## src/rtl/rru_defs.svh

```systemverilog
`ifndef RRU_DEFS_SVH
`define RRU_DEFS_SVH

// ==========================================
// Widths and reset values
`define RRU_W          8
`define RRU_MSB        7
`define RRU_LSB        0
`define RRU_ACC_RST    8'h00
`define RRU_MEM_RST    8'h00
`define RRU_FLAG_RST   6'h00
// ==========================================
// Rotation step and lowest kept operand bit
`define RRU_STEP       1
`define RRU_KEEP_LSB   1
// ==========================================
// Flag vector positions
`define RRU_F_C        0
`define RRU_F_AC       1
`define RRU_F_Z        2
`define RRU_F_OV       3
`define RRU_F_PD       4
`define RRU_F_TO       5

`endif

```

## src/rtl/rru_pkg.sv

```systemverilog
package rru_pkg;
	typedef enum logic [1:0] {
		RRU_OP_NONE                      = 2'b00,
		RRU_OP_ROTATE_RIGHT_TO_ACC       = 2'b01,
		RRU_OP_ROTATE_RIGHT_CARRY_MEM    = 2'b10,
		RRU_OP_ROTATE_RIGHT_CARRY_TO_ACC = 2'b11
	} rru_op_t;

	// Status flags: to, pd, ov, z, ac, c (c in bit 0)
	typedef logic [5:0] rru_flags_t;

	typedef struct packed {
		rru_op_t    op;
		logic [7:0] operand;
		rru_flags_t flags;
	} rru_req_t;

	typedef struct packed {
		logic [7:0] acc;
		logic       acc_we;
		logic [7:0] mem_wdata;
		logic       mem_we;
		rru_flags_t flags;
		logic       flags_we;
	} rru_res_t;
endpackage

```

## src/rtl/rru_right_rotate_unit.sv

```systemverilog
`timescale 1ns/10ps
`include "rru_defs.svh"

module rru_right_rotate_unit (
	input  wire logic              clock,
	input  wire logic              arst_n,
	input  wire logic              clk_en,
	input  wire rru_pkg::rru_req_t req,
	output rru_pkg::rru_res_t      res
);
	import rru_pkg::*;

	// ==========================================
	// Rotation datapath
	logic [`RRU_MSB:0] plain_rot;
	logic [`RRU_MSB:0] carry_rot;
	logic              carry_in;
	logic              carry_out;

	assign carry_in  = req.flags[`RRU_F_C];
	assign carry_out = req.operand[`RRU_LSB];

	genvar gi;
	generate
		for (gi = `RRU_LSB; gi < `RRU_MSB; gi++) begin : g_shift
			assign plain_rot[gi] = req.operand[gi + `RRU_STEP];
			assign carry_rot[gi] = req.operand[gi + `RRU_STEP];
		end
	endgenerate

	assign plain_rot[`RRU_MSB] = req.operand[`RRU_LSB];
	assign carry_rot[`RRU_MSB] = carry_in;

	// ==========================================
	// Operation decode
	function automatic logic is_acc_op(input rru_op_t op);
		return (op == RRU_OP_ROTATE_RIGHT_TO_ACC) ||
		       (op == RRU_OP_ROTATE_RIGHT_CARRY_TO_ACC);
	endfunction

	function automatic logic is_mem_op(input rru_op_t op);
		return (op == RRU_OP_ROTATE_RIGHT_CARRY_MEM);
	endfunction

	function automatic logic is_carry_op(input rru_op_t op);
		return (op == RRU_OP_ROTATE_RIGHT_CARRY_MEM) ||
		       (op == RRU_OP_ROTATE_RIGHT_CARRY_TO_ACC);
	endfunction

	// ==========================================
	// Registered results
	logic [`RRU_MSB:0] acc_r;
	logic              acc_we_r;
	logic [`RRU_MSB:0] mem_r;
	logic              mem_we_r;
	rru_flags_t        flags_r;
	logic              flags_we_r;

	always_ff @(posedge clock or negedge arst_n) begin
		if (!arst_n) begin
			acc_r <= `RRU_ACC_RST;
		end else if (clk_en) begin
			unique case (req.op)
				RRU_OP_ROTATE_RIGHT_TO_ACC: begin
					acc_r <= plain_rot;
				end
				RRU_OP_ROTATE_RIGHT_CARRY_TO_ACC: begin
					acc_r <= carry_rot;
				end
				RRU_OP_ROTATE_RIGHT_CARRY_MEM,
				RRU_OP_NONE: begin
					acc_r <= acc_r;
				end
			endcase
		end
	end

	always_ff @(posedge clock or negedge arst_n) begin
		if (!arst_n) begin
			acc_we_r <= 1'b0;
		end else if (clk_en) begin
			acc_we_r <= is_acc_op(req.op);
		end
	end

	always_ff @(posedge clock or negedge arst_n) begin
		if (!arst_n) begin
			mem_r <= `RRU_MEM_RST;
		end else if (clk_en && is_mem_op(req.op)) begin
			mem_r <= carry_rot;
		end
	end

	always_ff @(posedge clock or negedge arst_n) begin
		if (!arst_n) begin
			mem_we_r <= 1'b0;
		end else if (clk_en) begin
			mem_we_r <= is_mem_op(req.op);
		end
	end

	always_ff @(posedge clock or negedge arst_n) begin
		if (!arst_n) begin
			flags_r <= `RRU_FLAG_RST;
		end else if (clk_en) begin
			flags_r <= req.flags;
			if (is_carry_op(req.op)) begin
				flags_r[`RRU_F_C] <= carry_out;
			end
		end
	end

	always_ff @(posedge clock or negedge arst_n) begin
		if (!arst_n) begin
			flags_we_r <= 1'b0;
		end else if (clk_en) begin
			flags_we_r <= is_carry_op(req.op);
		end
	end

	assign res = '{acc: acc_r, acc_we: acc_we_r, mem_wdata: mem_r,
	               mem_we: mem_we_r, flags: flags_r, flags_we: flags_we_r};

	// ==========================================
	// Checks
	property p_plain_acc;
		@(posedge clock) disable iff (!arst_n)
		(clk_en && req.op == RRU_OP_ROTATE_RIGHT_TO_ACC) |=>
			res.acc_we &&
			res.acc == {$past(req.operand[`RRU_LSB]),
			            $past(req.operand[`RRU_MSB:`RRU_KEEP_LSB])};
	endproperty
	a_plain_acc: assert property (p_plain_acc) else $error("plain rotate result wrong");

	property p_plain_no_mem;
		@(posedge clock) disable iff (!arst_n)
		(clk_en && req.op == RRU_OP_ROTATE_RIGHT_TO_ACC) |=> !res.mem_we;
	endproperty
	a_plain_no_mem: assert property (p_plain_no_mem) else $error("plain rotate wrote memory");

	property p_plain_mem_hold;
		@(posedge clock) disable iff (!arst_n)
		(clk_en && req.op == RRU_OP_ROTATE_RIGHT_TO_ACC) |=> $stable(res.mem_wdata);
	endproperty
	a_plain_mem_hold: assert property (p_plain_mem_hold)
		else $error("plain rotate moved memory data");

	property p_carry_mem;
		@(posedge clock) disable iff (!arst_n)
		(clk_en && req.op == RRU_OP_ROTATE_RIGHT_CARRY_MEM) |=>
			res.mem_we && !res.acc_we &&
			res.flags[`RRU_F_C] == $past(req.operand[`RRU_LSB]) &&
			res.mem_wdata == {$past(req.flags[`RRU_F_C]),
			                  $past(req.operand[`RRU_MSB:`RRU_KEEP_LSB])};
	endproperty
	a_carry_mem: assert property (p_carry_mem) else $error("memory carry rotate wrong");

	property p_carry_mem_acc_hold;
		@(posedge clock) disable iff (!arst_n)
		(clk_en && req.op == RRU_OP_ROTATE_RIGHT_CARRY_MEM) |=> $stable(res.acc);
	endproperty
	a_carry_mem_acc_hold: assert property (p_carry_mem_acc_hold)
		else $error("memory carry rotate moved accumulator");

	property p_carry_acc;
		@(posedge clock) disable iff (!arst_n)
		(clk_en && req.op == RRU_OP_ROTATE_RIGHT_CARRY_TO_ACC) |=>
			res.acc_we && !res.mem_we &&
			res.flags[`RRU_F_C] == $past(req.operand[`RRU_LSB]) &&
			res.acc == {$past(req.flags[`RRU_F_C]),
			            $past(req.operand[`RRU_MSB:`RRU_KEEP_LSB])};
	endproperty
	a_carry_acc: assert property (p_carry_acc) else $error("acc carry rotate wrong");

	property p_carry_acc_mem_hold;
		@(posedge clock) disable iff (!arst_n)
		(clk_en && req.op == RRU_OP_ROTATE_RIGHT_CARRY_TO_ACC) |=> $stable(res.mem_wdata);
	endproperty
	a_carry_acc_mem_hold: assert property (p_carry_acc_mem_hold)
		else $error("acc carry rotate moved memory data");

	property p_mem_we_only;
		@(posedge clock) disable iff (!arst_n)
		(clk_en && req.op != RRU_OP_ROTATE_RIGHT_CARRY_MEM) |=> !res.mem_we;
	endproperty
	a_mem_we_only: assert property (p_mem_we_only)
		else $error("memory write without memory rotate");

	property p_flags_kept;
		@(posedge clock) disable iff (!arst_n)
		clk_en |=>
			res.flags[`RRU_F_TO:`RRU_F_AC] ==
			$past(req.flags[`RRU_F_TO:`RRU_F_AC]);
	endproperty
	a_flags_kept: assert property (p_flags_kept) else $error("non-carry flag changed");

	property p_carry_flags_we;
		@(posedge clock) disable iff (!arst_n)
		(clk_en && (req.op == RRU_OP_ROTATE_RIGHT_CARRY_MEM ||
		            req.op == RRU_OP_ROTATE_RIGHT_CARRY_TO_ACC)) |=> res.flags_we;
	endproperty
	a_carry_flags_we: assert property (p_carry_flags_we)
		else $error("carry rotate did not write flags");

	property p_plain_no_flags;
		@(posedge clock) disable iff (!arst_n)
		(clk_en && req.op == RRU_OP_ROTATE_RIGHT_TO_ACC) |=>
			!res.flags_we && res.flags == $past(req.flags);
	endproperty
	a_plain_no_flags: assert property (p_plain_no_flags) else $error("plain rotate hit flags");

	property p_none_quiet;
		@(posedge clock) disable iff (!arst_n)
		(clk_en && req.op == RRU_OP_NONE) |=>
			!res.acc_we && !res.mem_we && !res.flags_we;
	endproperty
	a_none_quiet: assert property (p_none_quiet)
		else $error("idle operation raised a write enable");
endmodule

```

## config.mk

```make
export PLATFORM = sky130hd
export DESIGN_NAME = rru_right_rotate_unit
export DESIGN_NICKNAME = d
export VERILOG_FILES = /design/src/rtl/rru_pkg.sv /design/src/rtl/rru_right_rotate_unit.sv
export VERILOG_INCLUDE_DIRS = /design/src /design/src/rtl
export SDC_FILE = /design/constraint.sdc
export NUM_CORES = 1
export LEC_CHECK = 0
export ABC_AREA = 0
export BUFFER_PORTS_ARGS = -buffer_cell sky130_fd_sc_hd__buf_2
export CORE_MARGIN = 2
export CORE_UTILIZATION = 40
export CTS_CLUSTER_SIZE = 30
export DETAILED_ROUTE_END_ITERATION = 7
export GPL_TIMING_DRIVEN = 0
export PLACE_DENSITY = 0.72
export SETUP_SLACK_MARGIN = 0.05
export SYNTH_ARGS = -nofsm -noshare
export SYNTH_HDL_FRONTEND = slang
export SYNTH_SLANG_ARGS = --single-unit
```

## constraint.sdc

```tcl
create_clock -name clock -period 0.8 [get_ports clock]
set_input_delay 0.08 -clock clock [delete_from_list [all_inputs] [get_ports clock]]
set_output_delay 0.08 -clock clock [all_outputs]
set_load 0.02 [all_outputs]
```

==> flow_metrics.py <==
metrics = {
    "drt": {
        "wl_met1_um": 953,
        "drt_iter0_markers": 0,
        "drtPass1Iterations": 1,
        "wl_um": 2110,
        "routed-wl-met2_um": 1020,
        "wl_met3_um": 139,
        "vias": 711,
        "viasPerCell": 4.87,
        "wl_per_cell_um": 14.5,
        "antenna_left": 0,
        "remaining_drc_errors": 0,
        "top_layer": "met3",
    },
    "sta": {
        "rsz0062_at_grt": "yes",
        "fin_crit_sh": 1.29,
        "hold_slack_ps": -3.49,
        "tightest_slew_ps": 332,
        "skew_ps": 0,
        "fin_crit_ps": 1030,
        "layout_setup_ws_ps": -235,
        "clock.fmax_mhz": 967,
        "setup_tns_ps": -4270,
        "finalSetupViolCount": 30,
        "slew_headroom": 0.779,
        "hold_viol": 1,
        "slew_violations": 0,
    },
    "global_route": {
        "grt-ovfl-total": 0,
        "grt_pass1_wl_um": 3280,
        "grt_max_degree": 26,
        "grt_pass1_vias": 737,
        "grt_usage": 0.159,
        "antenna_found_initial": 0,
    },
    "die": {
        "die_area_um2": 2860,
        "chipWidth_um": 53.5,
        "die_h_um": 53.5,
        "core.rowCount": 17,
        "io_pins": 44,
        "start_util": 0.431,
        "coreArea_um2": 2280,
    },
    "placed_design": {
        "globalplace.congestion": 0.602,
        "numPortBuffers": 42,
        "dpl.cell_count": 133,
        "place_area_um2": 1320,
        "hpwlAfterDp_um": 1380,
        "dpl_worst_slack_ps": -163,
    },
    "run": {
        "maxCapViolCount": 0,
    },
    "power_and_ir_drop": {
        "cellPowerDensity_nw_per_um2": 2050,
        "p_clk_frac": 0.163,
        "swShare": 0.287,
        "combPwrFrac": 0.351,
        "power_frac_seq": 0.486,
        "p_int_mw": 2.37,
        "p_leak_nw": 0.801,
        "p_sw_uw": 954,
        "ir_worst_vdd_uv": 1250,
        "total_power_mw": 3.32,
    },
    "hold_path": {
        "min_delay_worst_endpoint": "flags_r[1]$_DFFE_PN0P_",
        "hp-class": "in2reg",
        "hold_depth": 2,
        "min_from": "req[1]",
    },
    "critical_path": {
        "crit_fanout": 2,
        "r2r-start": "mem_r[6]$_DFFE_PN0P_",
        "worstPathArrival_ps": 950,
        "r2r_slack_ps": -100,
        "critPathKind": "reg2out",
        "cp-end-kind": "primary output",
        "crit_required_ps": 720,
        "start_kind": "register",
        "regToRegEndpoint": "mem_r[6]$_DFFE_PN0P_",
        "worstRegToRegCells": 2,
    },
    "logic_synthesis": {
        "synth.distinct_cells": 12,
        "synth_top_area_cell": "dfrtp_1",
        "ys_seq_area_frac": 0.638,
        "postSynthNetCount": 82,
        "synth_top_area_share": 0.638,
        "ys_warn_count": 0,
        "syn-instance-count": 63,
        "synth_area_leaders": "dfrtp_1 (64%), mux2_2 (24%), buf_4 (3.1%), mux2i_1 (2.0%), nand3b_4 (2.0%)",
        "netlist_area_um2": 981,
        "yosys_register_bits": 25,
        "avgSynthCellArea_um2": 15.6,
    },
    "clocking": {
        "clk_path_buf_depth": 2,
        "cts_tree": "yes",
        "clock-sinks": 25,
        "clk_pin_slew_ps": 130,
        "root_buffer": "clkbuf_4",
        "numCtsBuffers": 3,
        "htreeDepth": 1,
        "clkLatencyLatePin_ps": 310,
    },
    "final_layout": {
        "layout.cells.non_filler": 146,
        "num_antenna_cells": 0,
        "fillers": 168,
        "fin_util": 0.711,
        "final_cell_area_um2": 1620,
        "nNetsFinal": 138,
        "drive_gt1_frac": 0.847,
        "area_growth_pct": 64.9,
    },
    "status": {
        "outcome": "finished, violations left",
        "failed_checks": "hold timing, setup timing",
    },
}
-- Yosys cell counts --
cell	count
dfrtp_1	25
nand3b_4	1
a31oi_1	1
o21ai_0	2
buf_4	4
nor2_1	1
mux2_2	21
a21oi_1	2
mux2i_1	2
buf_2	1
nand2_2	1
inv_1	2
-- worst max-delay path: stages (launching register included) --
cell     delay, ps
dfrtp_1        410
buf_6          120
buf_6          120
-- sequential cells by signal, summed over array words and instances (netlist names) --
name and flops:
acc_r 8, acc_we_r 1, flags_r 6, flags_we_r 1, mem_r 8, mem_we_r 1
-- cells by family after synthesis --
kind of cell / synth area share
DFF: 0.638
muxes: 0.261
AOI/OAI and AO/OA: 0.0268
buffers and inverters: 0.0434
and+or+nand+nor: 0.0306
-- power groups by stage --
stage,sequential (mW),combinational [mW],clock [mW]
global placement,1.58,0.833,0
detailed placement,1.58,0.846,0
floorplan,1.80,0.330,0
global route,1.64,1.24,0.617
CTS,1.61,1.11,0.578
finish,1.61,1.17,0.543
-- timing repair --
| action | in CTS | in global routing |
|---|---|---|
| setup endpoints to repair | 45 | 69 |
| hold endpoints to repair | 32 | 6 |
| gates cloned | 0 | 0 |
| setup buffers | 3 | 4 |
| hold buffers | 2 | 2 |
| gates resized for setup | 54 | 6 |
-- placed cells by master, fill, tap and decap left out, drive strengths merged --
cell	synthesis	routed
buf	5	51
dfrtp	25	25
mux2	21	21
clkbuf	0	5
dlygate4sd3	0	4
mux2i	2	2
inv	2	2
o21ai	2	2
a21oi	2	2
nand3b	1	1
nor2	1	1
nand2	1	1
a31oi	1	1
-- layer usage --
metal	global-route usage	up-vias
met1	0.213	349
met4	0.0513	0
met3	0.0367	0
met5	0	-
met2	0.253	35
li1	-	327
-- how the worst max path moves through the flow --
stage | startpoint | to | slack (ps) | cells after the start
after floorplan | flags_r[1]$_DFFE_PN0P_ | flags_r[1]$_DFFE_PN0P_ | -10 | 1
after global placement | req[14] | mem_r[3]$_DFFE_PN0P_ | -160 | 3
after detailed placement | req[14] | mem_r[5]$_DFFE_PN0P_ | -160 | 3
after CTS | flags_we_r$_DFFE_PN0P_ | res[0] | -250 | 2
after global routing | flags_we_r$_DFFE_PN0P_ | res[0] | -270 | 2
final | flags_we_r$_DFFE_PN0P_ | res[0] | -230 | 2
-- area by class of cell --
type	instances	area, um^2	share of cell area
buffer	3	33.8	0.0209
clock buffer	4	26.3	0.0162
inverter	2	7.51	0.00464
multi-input combinational	31	388	0.240
sequential	25	651	0.402
tap	28	35.0	0.0217
timing repair buffer	53	477	0.295
Power figures use the tool's default switching activity.
